[src/inc/msd_pkg.sv]
// Package: constants, register map and carrier types for the speed data select monitor
package msd_pkg;
   // ==========================================================
   // Register offsets (byte addresses)
   localparam logic [7:0] MSD_OFF_CTRL   = 8'h00;
   localparam logic [7:0] MSD_OFF_STATUS = 8'h04;
   localparam logic [7:0] MSD_OFF_IRQ_ST = 8'h08;
   localparam logic [7:0] MSD_OFF_IRQ_MK = 8'h0c;
   localparam logic [7:0] MSD_OFF_ALARM  = 8'h10;
   localparam logic [7:0] MSD_OFF_DSEL   = 8'h14;
   localparam logic [7:0] MSD_OFF_SPEED  = 8'h18;
   localparam logic [7:0] MSD_OFF_ACC    = 8'h1c;
   localparam logic [7:0] MSD_OFF_DEC    = 8'h20;
   localparam logic [7:0] MSD_OFF_RATIO  = 8'h24;
   localparam logic [7:0] MSD_OFF_MONSPD = 8'h28;
   localparam logic [7:0] MSD_OFF_HIST0  = 8'h40;
   // ==========================================================
   // Control register bits
   localparam int MSD_CTRL_HZ60   = 0;
   localparam int MSD_CTRL_DECEL  = 1;
   localparam int MSD_CTRL_INIT   = 2;
   localparam int MSD_CTRL_ARST   = 3;
   localparam int MSD_CTRL_HCLR   = 4;
   localparam int MSD_CTRL_RATIO  = 5;
   // Interrupt bits
   localparam int MSD_IRQ_ALARM   = 0;
   localparam int MSD_IRQ_REFUSE  = 1;
   localparam int MSD_IRQ_RANGE   = 2;
   localparam int MSD_IRQ_SELCHG  = 3;
   // ==========================================================
   // Value limits and defaults (speed r/min, times in 0.1 s)
   localparam logic [15:0] MSD_SPD_MIN     = 16'd300;
   localparam logic [15:0] MSD_SPD_MIN_DEC = 16'd90;
   localparam logic [15:0] MSD_SPD_MAX50   = 16'd1400;
   localparam logic [15:0] MSD_SPD_MAX60   = 16'd1600;
   localparam logic [15:0] MSD_SPD_RST     = 16'd0;
   localparam logic [7:0]  MSD_TIM_MIN     = 8'd2;
   localparam logic [7:0]  MSD_TIM_MIN_DEC = 8'd0;
   localparam logic [7:0]  MSD_TIM_MAX     = 8'd150;
   localparam logic [7:0]  MSD_TIM_RST     = 8'd2;
   localparam logic [7:0]  MSD_TIM_RST_DEC = 8'd0;
   localparam logic [15:0] MSD_RATIO_RST   = 16'd100;  // Ratio in hundredths, 1.00
   localparam int          MSD_HIST_DEPTH  = 9;
   // ==========================================================
   // One operation data set
   typedef struct packed {
      logic [15:0] speed;
      logic [7:0]  acc;
      logic [7:0]  dec;
   } msd_set_t;
   // Wishbone request carrier
   typedef struct packed {
      logic        cyc;
      logic        stb;
      logic        we;
      logic [7:0]  adr;
      logic [3:0]  sel;
      logic [31:0] dat;
   } msd_wb_req_t;
endpackage : msd_pkg

[src/core/msd_sync.sv]
// Three-stage input synchroniser with agreement filter
`timescale 1ns/10ps
`default_nettype none
module msd_sync
   import msd_pkg::*;
#(
   parameter int W = 1
) (
   // Clock and reset
   input  wire logic         mclk_i,
   input  wire logic         sys_rst_i,
   // Async input and clean output
   input  wire logic [W-1:0] async_i,
   output logic      [W-1:0] sync_o
);
   typedef struct packed {
      logic [W-1:0] s1;
      logic [W-1:0] s2;
      logic [W-1:0] s3;
      logic [W-1:0] out;
   } msd_sync_st_t;
   msd_sync_st_t st_reg, st_next;

   // ==========================================================
   // Stage one feeds only stage two; output follows when stages two and three agree
   always_comb begin
      st_next     = st_reg;
      st_next.s1  = async_i;
      st_next.s2  = st_reg.s1;
      st_next.s3  = st_reg.s2;
      for (int i = 0; i < W; i++) begin
         if (st_reg.s2[i] == st_reg.s3[i]) begin
            st_next.out[i] = st_reg.s3[i];
         end
      end
   end

   always_ff @(posedge mclk_i or posedge sys_rst_i) begin
      if (sys_rst_i) begin
         st_reg <= '0;
      end else begin
         st_reg <= st_next;
      end
   end

   assign sync_o = st_reg.out;
endmodule : msd_sync
`default_nettype wire

[src/core/msd_core.sv]
// Speed data select and panel monitor core with Wishbone register slave
// Function
// - Hold four operation data sets, chosen by the two data select inputs.
// - While motor runs, refuse setting changes and commands, flag an error.
// - Keep history of nine latest alarm codes, clearable by software.
// - Show the raised alarm code on the monitor; allow alarm reset.
// - Light each I/O monitor segment while its signal is on.
// - Alarm output stays on in normal operation, off on alarm.
// - Speed is 0 or 300 up to 1400 (50 Hz) or 1600 (60 Hz).
// - Deceleration control lowers speed minimum to 90 and allows 0.0 s decel.
// - Acceleration and deceleration times 0.2 to 15.0 s, default 0.2 s, except decel 0.0 s after initialize under deceleration control.
// - Initialize command restores all operation data to defaults.
// - Data-mode display suffix digit is the selected set index 0 to 3.
// - Monitor shows the number of the currently selected data set.
// - With a ratio configured, show converted speed instead of shaft speed.
`timescale 1ns/10ps
`default_nettype none
module msd_core
   import msd_pkg::*;
#(
   parameter int NSETS   = 4,
   parameter int NIN     = 6,
   parameter int NOUT    = 2
) (
   // Clock and reset
   input  wire logic            mclk_i,
   input  wire logic            sys_rst_i,
   // Wishbone slave
   input  wire logic            wb_cyc_i,
   input  wire logic            wb_stb_i,
   input  wire logic            wb_we_i,
   input  wire logic [7:0]      wb_adr_i,
   input  wire logic [3:0]      wb_sel_i,
   input  wire logic [31:0]     wb_dat_i,
   output logic      [31:0]     wb_dat_o,
   output logic                 wb_ack_o,
   // External pins
   input  wire logic            data_select_low_i,
   input  wire logic            data_select_high_i,
   input  wire logic            motor_running_i,
   input  wire logic            alarm_event_i,
   input  wire logic [7:0]      alarm_code_i,
   input  wire logic [15:0]     shaft_speed_i,
   input  wire logic [NIN-1:0]  io_in_i,
   input  wire logic [NOUT-2:0] io_out_i,
   // Panel and system outputs
   output logic                 alarm_out_o,
   output logic [NIN+NOUT-1:0]  io_segments_o,
   output logic [1:0]           data_index_o,
   output logic [15:0]          mon_speed_o,
   output logic [7:0]           mon_alarm_code_o,
   output logic                 panel_error_o,
   output logic [15:0]          set_speed_o,
   output logic [7:0]           set_acc_o,
   output logic [7:0]           set_dec_o,
   output logic                 irq_o
);
   // ==========================================================
   // Synchronised pins
   localparam int NSY = 4 + 8 + 16 + NIN + NOUT - 1;
   logic [NSY-1:0] pin_raw;
   logic [NSY-1:0] pin_syn;
   logic           sel_lo, sel_hi, running, alarm_ev;
   logic [7:0]     acode;
   logic [15:0]    shaft;
   logic [NIN-1:0] in_s;
   logic [NOUT-2:0] out_s;

   // Pack order must match the unpack below
   assign pin_raw = {data_select_low_i, data_select_high_i, motor_running_i, alarm_event_i,
                     alarm_code_i, shaft_speed_i, io_in_i, io_out_i};
   assign {sel_lo, sel_hi, running, alarm_ev, acode, shaft, in_s, out_s} = pin_syn;

   // One shared synchroniser; multi-bit words must be held steady
   msd_sync #(.W(NSY)) u_sync (
      .mclk_i   (mclk_i),
      .sys_rst_i(sys_rst_i),
      .async_i  (pin_raw),
      .sync_o   (pin_syn)
   );

   // ==========================================================
   // State; history entry 0 is the newest alarm
   typedef logic [MSD_HIST_DEPTH-1:0] [7:0] msd_hist_t;
   typedef struct packed {
      msd_set_t [NSETS-1:0]                sets;
      msd_hist_t                           hist;
      logic [3:0]                          hist_cnt;
      logic [7:0]                          cur_alarm;
      logic                                alarm_act;
      logic                                alarm_ev_d;
      logic                                hz60;
      logic                                decel_en;
      logic                                ratio_en;
      logic [15:0]                         ratio;
      logic                                err;
      logic [3:0]                          irq_st;
      logic [3:0]                          irq_mk;
      logic [1:0]                          idx;
      logic [15:0]                         mon_spd;
      logic [31:0]                         rdat;
      logic                                ack;
   } msd_st_t;
   msd_st_t st_reg, st_next;

   // ==========================================================
   // Helper functions
   // Speed legal for the current mains and deceleration setting
   function automatic logic spd_ok(input logic [15:0] v, input logic hz60, input logic dec);
      logic [15:0] lo;
      logic [15:0] hi;
      lo = dec ? MSD_SPD_MIN_DEC : MSD_SPD_MIN;
      hi = hz60 ? MSD_SPD_MAX60 : MSD_SPD_MAX50;
      return (v == 16'h0000) || (v >= lo && v <= hi);
   endfunction : spd_ok

   // Time legal, in tenths of a second
   function automatic logic tim_ok(input logic [7:0] v, input logic zero_ok);
      return (v <= MSD_TIM_MAX) && (v >= (zero_ok ? MSD_TIM_MIN_DEC : MSD_TIM_MIN));
   endfunction : tim_ok

   // Default data set
   function automatic msd_set_t set_dflt(input logic dec);
      msd_set_t s;
      s.speed = MSD_SPD_RST;
      s.acc   = MSD_TIM_RST;
      s.dec   = dec ? MSD_TIM_RST_DEC : MSD_TIM_RST;
      return s;
   endfunction : set_dflt

   // Push a code at the newest end; the oldest entry drops off
   function automatic msd_hist_t hist_push(input msd_hist_t h, input logic [7:0] code);
      msd_hist_t r;
      r    = h << 8;
      r[0] = code;
      return r;
   endfunction : hist_push

   // Bus decode; the registered ack masks a strobe still held
   logic        wb_req;
   logic        wr;
   logic [1:0]  widx;
   logic [31:0] prod;
   assign wb_req = wb_cyc_i && wb_stb_i && !st_reg.ack;
   // Writes need byte lane 0; other lanes alone are ignored
   assign wr     = wb_req && wb_we_i && wb_sel_i[0];
   assign widx   = wb_dat_i[17:16];
   assign prod   = shaft * st_reg.ratio;

   // ==========================================================
   // Next state: bus decode, data storage, alarms, monitor
   always_comb begin
      logic [3:0] ev;
      st_next     = st_reg;
      ev          = 4'h0;
      st_next.ack = wb_req;
      st_next.idx = {sel_hi, sel_lo};
      // Selection change event for software that tracks the panel
      if (st_reg.idx != {sel_hi, sel_lo}) begin
         ev[MSD_IRQ_SELCHG] = 1'b1;
      end
      // Converted speed; ratio held in hundredths
      st_next.mon_spd = st_reg.ratio_en ? 16'(prod / 32'd100) : shaft;
      // Alarm capture on the rising event, pushed into history
      st_next.alarm_ev_d = alarm_ev;
      if (alarm_ev && !st_reg.alarm_ev_d) begin
         st_next.alarm_act = 1'b1;
         st_next.cur_alarm = acode;
         st_next.hist      = hist_push(st_reg.hist, acode);
         if (st_reg.hist_cnt != 4'(MSD_HIST_DEPTH)) begin
            st_next.hist_cnt = st_reg.hist_cnt + 4'h1;
         end
         ev[MSD_IRQ_ALARM] = 1'b1;
      end
      // Register writes
      st_next.rdat = 32'h0000_0000;
      if (wr) begin
         unique case (wb_adr_i)
            MSD_OFF_CTRL: begin
               if (running) begin
                  st_next.err = 1'b1;
                  ev[MSD_IRQ_REFUSE] = 1'b1;
               end else begin
                  st_next.err      = 1'b0;
                  st_next.hz60     = wb_dat_i[MSD_CTRL_HZ60];
                  st_next.decel_en = wb_dat_i[MSD_CTRL_DECEL];
                  st_next.ratio_en = wb_dat_i[MSD_CTRL_RATIO];
                  if (wb_dat_i[MSD_CTRL_INIT]) begin
                     for (int i = 0; i < NSETS; i++) begin
                        st_next.sets[i] = set_dflt(wb_dat_i[MSD_CTRL_DECEL]);
                     end
                  end
                  // Alarm reset loses to an alarm input still high
                  if (wb_dat_i[MSD_CTRL_ARST] && !alarm_ev) begin
                     st_next.alarm_act = 1'b0;
                     st_next.cur_alarm = 8'h00;
                  end
                  // A clear keeps an alarm raised in the same cycle as the only entry
                  if (wb_dat_i[MSD_CTRL_HCLR]) begin
                     st_next.hist     = '0;
                     st_next.hist_cnt = 4'h0;
                     if (alarm_ev && !st_reg.alarm_ev_d) begin
                        st_next.hist     = hist_push('0, acode);
                        st_next.hist_cnt = 4'h1;
                     end
                  end
               end
            end
            MSD_OFF_IRQ_MK: st_next.irq_mk = wb_dat_i[3:0];
            MSD_OFF_RATIO: begin
               if (running) begin
                  st_next.err = 1'b1;
                  ev[MSD_IRQ_REFUSE] = 1'b1;
               end else begin
                  // A zero ratio shows zero speed; software must avoid it
                  st_next.ratio = wb_dat_i[15:0];
               end
            end
            // Limits use the stored mode bits, not this write's
            MSD_OFF_SPEED, MSD_OFF_ACC, MSD_OFF_DEC: begin
               if (running) begin
                  st_next.err = 1'b1;
                  ev[MSD_IRQ_REFUSE] = 1'b1;
               end else if (wb_adr_i == MSD_OFF_SPEED &&
                            spd_ok(wb_dat_i[15:0], st_reg.hz60, st_reg.decel_en)) begin
                  st_next.sets[widx].speed = wb_dat_i[15:0];
               end else if (wb_adr_i == MSD_OFF_ACC && tim_ok(wb_dat_i[7:0], 1'b0)) begin
                  st_next.sets[widx].acc = wb_dat_i[7:0];
               end else if (wb_adr_i == MSD_OFF_DEC &&
                            tim_ok(wb_dat_i[7:0], st_reg.decel_en)) begin
                  st_next.sets[widx].dec = wb_dat_i[7:0];
               end else begin
                  ev[MSD_IRQ_RANGE] = 1'b1;
               end
            end
            default: ;
         endcase
      end
      // Register reads
      if (wb_req && !wb_we_i) begin
         // History window of nine words above the fixed map
         if (wb_adr_i >= MSD_OFF_HIST0 &&
             wb_adr_i < MSD_OFF_HIST0 + 8'(4 * MSD_HIST_DEPTH)) begin
            st_next.rdat = {24'h0, st_reg.hist[4'((wb_adr_i - MSD_OFF_HIST0) >> 2)]};
         end else begin
            unique case (wb_adr_i)
               MSD_OFF_CTRL:   st_next.rdat = {26'h0, st_reg.ratio_en, 3'h0,
                                               st_reg.decel_en, st_reg.hz60};
               MSD_OFF_STATUS: st_next.rdat = {24'h0, st_reg.hist_cnt, running,
                                               st_reg.alarm_act, st_reg.err, 1'b0};
               MSD_OFF_IRQ_ST: st_next.rdat = {28'h0, st_reg.irq_st};
               MSD_OFF_IRQ_MK: st_next.rdat = {28'h0, st_reg.irq_mk};
               MSD_OFF_ALARM:  st_next.rdat = {24'h0, st_reg.cur_alarm};
               MSD_OFF_DSEL:   st_next.rdat = {30'h0, st_reg.idx};
               MSD_OFF_SPEED:  st_next.rdat = {16'h0, st_reg.sets[widx].speed};
               MSD_OFF_ACC:    st_next.rdat = {24'h0, st_reg.sets[widx].acc};
               MSD_OFF_DEC:    st_next.rdat = {24'h0, st_reg.sets[widx].dec};
               MSD_OFF_RATIO:  st_next.rdat = {16'h0, st_reg.ratio};
               MSD_OFF_MONSPD: st_next.rdat = {16'h0, st_reg.mon_spd};
               default:        st_next.rdat = 32'h0000_0000;
            endcase
         end
      end
      // Sticky status: read clears, but a new event in the same cycle wins
      if (wb_req && !wb_we_i && wb_adr_i == MSD_OFF_IRQ_ST) begin
         st_next.irq_st = ev;
      end else begin
         st_next.irq_st = st_reg.irq_st | ev;
      end
   end

   // Registers; reset loads the power-up defaults
   always_ff @(posedge mclk_i or posedge sys_rst_i) begin
      if (sys_rst_i) begin
         st_reg          <= '0;
         for (int i = 0; i < NSETS; i++) begin
            st_reg.sets[i].acc <= MSD_TIM_RST;
            st_reg.sets[i].dec <= MSD_TIM_RST;
         end
         st_reg.ratio    <= MSD_RATIO_RST;
      end else begin
         st_reg <= st_next;
      end
   end

   // ==========================================================
   // Outputs
   assign wb_ack_o         = st_reg.ack;
   assign wb_dat_o         = st_reg.rdat;
   assign alarm_out_o      = !st_reg.alarm_act;
   assign io_segments_o    = {alarm_out_o, out_s, in_s};
   assign data_index_o     = st_reg.idx;
   assign mon_speed_o      = st_reg.mon_spd;
   assign mon_alarm_code_o = st_reg.cur_alarm;
   assign panel_error_o    = st_reg.err;
   // Active set values follow the index with no extra delay
   assign set_speed_o      = st_reg.sets[st_reg.idx].speed;
   assign set_acc_o        = st_reg.sets[st_reg.idx].acc;
   assign set_dec_o        = st_reg.sets[st_reg.idx].dec;
   assign irq_o            = |(st_reg.irq_st & st_reg.irq_mk);
endmodule : msd_core
`default_nettype wire

[config.mk]
export PLATFORM = sky130hd
export DESIGN_NAME = msd_core
export DESIGN_NICKNAME = d
export VERILOG_FILES = /design/src/inc/msd_pkg.sv /design/src/core/msd_sync.sv /design/src/core/msd_core.sv
export SDC_FILE = /design/constraint.sdc
export NUM_CORES = 2
export LEC_CHECK = 0
export BUFFER_PORTS_ARGS = -buffer_cell sky130_fd_sc_hd__buf_2
export CAP_MARGIN = 20
export CORE_ASPECT_RATIO = 0.9
export CORE_UTILIZATION = 46
export CTS_BUF_LIST = sky130_fd_sc_hd__clkbuf_4
export DETAILED_ROUTE_END_ITERATION = 6
export GPL_ROUTABILITY_DRIVEN = 0
export HOLD_SLACK_MARGIN = 0.12
export PLACE_DENSITY_LB_ADDON = 0.3
export SKIP_CTS_REPAIR_TIMING = 1
export SLEW_MARGIN = 25
export SYNTH_ARGS = -nofsm -noshare
export SYNTH_HDL_FRONTEND = slang
export SYNTH_HIERARCHICAL = 1
export SYNTH_SLANG_ARGS = --single-unit
export TNS_END_PERCENT = 5
[constraint.sdc]
create_clock -name mclk_i -period 23.9 [get_ports mclk_i]
set_clock_uncertainty 0.15 [all_clocks]
set_input_delay 2.39 -clock mclk_i [delete_from_list [all_inputs] [get_ports mclk_i]]
set_output_delay 2.39 -clock mclk_i [all_outputs]
set_load 0.05 [all_outputs]
# Word level (Yosys, flattened, before mapping)
# Index checks and enable logic that the tools add are counted.
classes:
  div: 1
  n_eq_ne: 52
  n_reduce_logical: 35
  magnitude_cmp: 11
  add_sub_neg: 2
  n_shift: 0
  n_bitwise: 3
  n_mul: 1
  muxes: 50
op_table:
  columns: ["op", "n"]
  rows:
  - ["$mux W128", 5]
  - ["$bwmux W128", 3]
  - ["$pmux W128 S2", 1]
  - ["$mux W85", 3]
  - ["$mux W213", 1]
  - ["$demux W32 S2", 3]
  - ["$pmux W16 S11", 1]
  - ["$bmux W32 S2", 2]
  - ["$mux W32", 3]
  - ["$mux W76", 1]
  - ["$mux W16", 4]
  - ["$eq A1 B1 Y1", 35]
  - ["$bmux W8 S4", 1]
  - ["$div A32 B7 Y32 const B", 1]
  - ["$eq A8 B5 Y1 const B", 4]
  - ["$mul A16 B16 Y32", 1]
  - ["$eq A8 B6 Y1 const B", 3]
  - ["$mux W9", 2]
  - ["$eq A8 B4 Y1 const B", 2]
  - ["$ge A16 B9 Y1", 1]
  - ["$le A16 B11 Y1", 1]
  - ["$logic_and A1 B1 Y1", 16]
  - ["$logic_not A16 Y1", 1]
  - ["$mux W8", 2]
  - ["other kinds (34)", 58]
word_totals:
  in_bits: 84
  latchBits: 0
  rom_bits: 0
  n_memories: 0
  ramBits: 0
  reg_bits: 433

# Longest topological paths before layout
logic_depth:
  word_depth: 12
  mapped_depth: 92
  depth_no_buf: 76

# Cells and area by module
# Netlist, hierarchy kept.
by_module_without_submodules:
  columns: ["module", "seq_area_each_um2", "cells_per_inst", "instances", "area_per_inst_um2"]
  rows:
  - ["msd_core", 6945.4, 3282, 1, 29081.6]
  - ["msd_sync", 3503.4, 211, 1, 4164.0]

# Worst setup path before layout
# No wires, ideal clock.
synth_path:
  path_kind: "reg2reg"
  startpoint: "reg st_reg[62] in the netlist's numbering"
  endpoint: "reg st_reg, in the netlist mon_speed_o[0]"
  synth_period_minus_slack_ns: 20.734
  stages_incl_launch_ff: 85
  slack_ns: 3.166
  setup_time_ns: 0.126
  path_buffers: 10
  t_arrival_ns: 20.458
  cell_sequence: "dfstp_2 -> clkbuf_1 -> clkbuf_1 -> nand2_1 -> fa_1 -> inv_1 -> fa_1 -> inv_1 -> fa_1 -> inv_1 -> fa_1 -> fa_1 -> inv_1 -> fa_1 -> inv_1 -> ha_1 -> buf_2 -> and3_1 -> [49 not listed] -> a31oi_4 -> xnor2_1 -> buf_2 -> a211oi_1 -> nor2_1 -> xnor2_1 -> mux2_2 -> o311a_1 -> o21ba_1 -> or3_4 -> a211oi_4 -> or2_4 -> o21ai_1 -> or4b_1 -> o311ai_1 -> a2111oi_0 -> o31a_1 -> o32a_1"
synth_lines:
  columns: ["element", "line_no", "rtl"]
  rows:
  - ["start: declaration", "msd_core.sv:104", "msd_st_t st_reg, st_next;"]
  - ["start signal: assignment", "msd_core.sv:282", "st_reg <= st_next;"]

==> impl_summary.txt <==
----------------------------------------------------
[Global route]
  Congestion Overflow GR ... 0
  Maximum number of pins on one net before global-route repair ... 153
  Number of antenna violations at the first check in global routing ... 5
  Wire length of the first global-routing pass ... 143000 um
  Combined global-route utilization of all metal layers ... 0.241
  Number of global-route vias before repair ... 25900

[Detailed routing]
  Detail-routed via count per cell ... 5.86
  Starting DRC count in detailed routing ... 2531
  Routed length per placed instance ... 19.1 um
  Vias after detailed routing ... 27000
  Total DRC errors in the routed layout ... 0
  Final Routed Wirelength ... 88300 um
  TritonRoute pass-1 iters ... 5
  DRT antenna net count ... 0

[STA]
  Number of failing setup endpoints in the final timing report ... 0
  Number of max-slew violations in the final report ... 0
  Setup_tns ... 0 ns
  Minimum period implied by the final worst setup slack ... 22.81 ns
  Fraction of the cycle the final worst path needs ... 0.954
  Rel. slew slack ... 0.328
  Fmax achieved ... 43.8 MHz
  Fin. Hold Viols ... 0
  Worst hold slack ... 0.183 ns
  Slew at the pin with the worst max-slew slack ... 1.00 ns

[Synth]
  Flop and latch count out of synthesis ... 417
  Async SR Flop Fraction ... 1.00
  Gate Count Post-Synth ... 3493
  Number of enable-type register cells in the synthesized netlist ... 0
  Mean cell area of the mapped netlist ... 9.52 um2
  Distinct cells, synth ... 126
  Synthesis Warnings ... 6
  Area share of the largest cell type after synthesis ... 0.306
  Most used DFF post-synth ... sky130_fd_sc_hd__dfrtp_1
  Synth area leader ... sky130_fd_sc_hd__dfrtp_1
  Cell types occupying the most area after synthesis ... sky130_fd_sc_hd__dfrtp_1, sky130_fd_sc_hd__fa_1, sky130_fd_sc_hd__nand2_1, sky130_fd_sc_hd__mux4_2, sky130_fd_sc_hd__ha_1
  Post-synthesis cell area ... 33200 um2
  Part of the Yosys area used for sequential elements ... 0.314

[Finish]
  Final cell area excluding filler cells ... 36100 um2
  Final cell count without fillers ... 4611
  Layout net count ... 3977
  Leading cell type in the layout, fill and taps excluded ... sky130_fd_sc_hd__nand2_1
  Number of flip-flops in the largest register ... 233
  Area growth from synthesis to layout ... 8.56%
  Share of layout cells above drive strength 1 ... 0.191
  Most frequent cells in the layout ... sky130_fd_sc_hd__nand2_1, sky130_fd_sc_hd__dfrtp_1, sky130_fd_sc_hd__inv_1

[Run status]
  Status ... finished clean

[Worst setup path]
  Cell count of the worst reg-to-reg path ... 76
  CP dominant cell by count ... sky130_fd_sc_hd__fa_1
  Start of the worst register-to-register path ... st_reg[73]
  Required time reported for the critical path endpoint ... 24.54 ns
  End of the worst register-to-register path ... mon_speed_o[0]
  End point of the critical path ... mon_speed_o[0]
  Setup CP Type ... reg -> reg
  R2r setup slk ... 1.09 ns
  Cell with the largest stage delay on the worst path ... sky130_fd_sc_hd__dfrtp_1
  Critical path data arrival time ... 23.44 ns
  Maximum net fanout on the critical path ... 18
  Setup crit start ... st_reg[73]
  Element type at the critical path end ... register
  Delay contributed by the slowest stage of the critical path ... 0.83 ns
  Element type at the critical path start ... register

[Place]
  Post-DP HPWL ... 63800 um
  Count of port buffers added during placement ... 152
  Post-detailed-placement cell area ... 34400 um2
  Placed instance count ... 4417

[Die]
  FP Rows ... 93
  Horizontal die dimension ... 285 um
  Number of top-level design ports ... 186
  Initial core utilization ... 0.465
  Full die area ... 73400 um2
  Vert. Die Dim ... 257 um
  Std-Cell Core Area ... 71600 um2

[CTS]
  CTS root buf ... sky130_fd_sc_hd__clkbuf_4
  Maximum root-to-sink buffer count ... 3
  Htree depth ... 3
  Insertion delay to the later sink of the worst-skew pair ... 0.91 ns
  CTS tree ... yes
  Clock transition at the registers of the reported paths ... 0.07 ns
  Count of clock tree sinks ... 417
  Number of clock buffers inserted by TritonCTS ... 105

[Min path]
  Path type of the worst min-delay path ... reg -> reg

[Job]
  Max-capacitance violation count ... 0

----------------------------------------------------
-- stage by stage --
step | util | setup slack [ns]
finish | 0.504 | 1.09
detailed placement | 0.481 | 0.626
global placement | 0.481 | 0.793
global route | 0.504 | -0.0460
floorplan | - | 3.17
CTS | 0.501 | 0.555
-- cell type report --
class                           count  area (um2)
Tap cell                          950        1190
Multi-Input combinational cell   2599       20800
Clock inverter                     30         258
Fill cell                        6598       35500
Timing Repair Buffer              231        1370
Antenna cell                        2        5.00
Clock buffer                      155        1160
Inverter                          227         865
Sequential cell                   417       10500
-- cell families (layout without fill, tap and decap cells) --
family | Yosys count | in the layout | synth area share
simple gates | 1148 | 1148 | 0.163
compound gates | 829 | 829 | 0.173
buf+inv | 492 | 643 | 0.0685
flops | 417 | 417 | 0.314
fa+ha+maj | 356 | 356 | 0.176
mux | 161 | 161 | 0.0808
xor+xnor | 89 | 89 | 0.0250
other cells | 1 | 18 | 0.000113
-- worst min path at each step --
stage	start	end	slack, ns	cells past startpoint
2_1_floorplan	u_sync/st_next[70]	u_sync/st_next[35]	0.18	0
5_1_grt	u_sync/st_next[80]	u_sync/st_next[45]	0.18	0
6_report	u_sync/st_next[80]	u_sync/st_next[45]	0.18	0
4_1_cts	u_sync/st_next[80]	u_sync/st_next[45]	0.17	0
3_5_place_dp	u_sync/st_next[91]	u_sync/st_next[56]	0.18	0
3_3_place_gp	u_sync/st_next[70]	u_sync/st_next[35]	0.18	0
-- worst max-delay path, delay by kind of cell, from the launching register on --
kind | cells | cell delay [ns]
buffers and inverters | 6 | 0.84
multiplexers | 2 | 0.55
AND/OR/NAND/NOR | 12 | 3.08
adder cells (fa/ha/maj) | 7 | 3.54
flip-flops | 1 | 0.83
AO/OA/AOI/OAI | 45 | 12.87
XOR/XNOR | 4 | 0.79
-- synthesized netlist by cell type (all sizes together) (33+ instances only) --
cell,number
and2,182
nor3,55
nand3,52
xnor2,62
nor2,146
o21ai,186
o31ai,41
mux2,45
a211oi,37
a21oi,220
mux4,80
ha,118
buf,151
dfrtp,406
inv,227
mux2i,36
fa,194
maj3,44
o211ai,33
clkbuf,114
nand2,570
-- routing by layer --
layer,vias to the layer above,GRT usage,wire [um]
met1,13400,0.367,41500
met3,109,0.0442,7040
met5,-,0,34
met2,1104,0.349,38200
met4,6,0.0630,1490
li1,12400,-,-
Power is left out: the tool's default activity adds up to more than one toggle a clock period on the data nets, which glitch-free logic cannot reach.
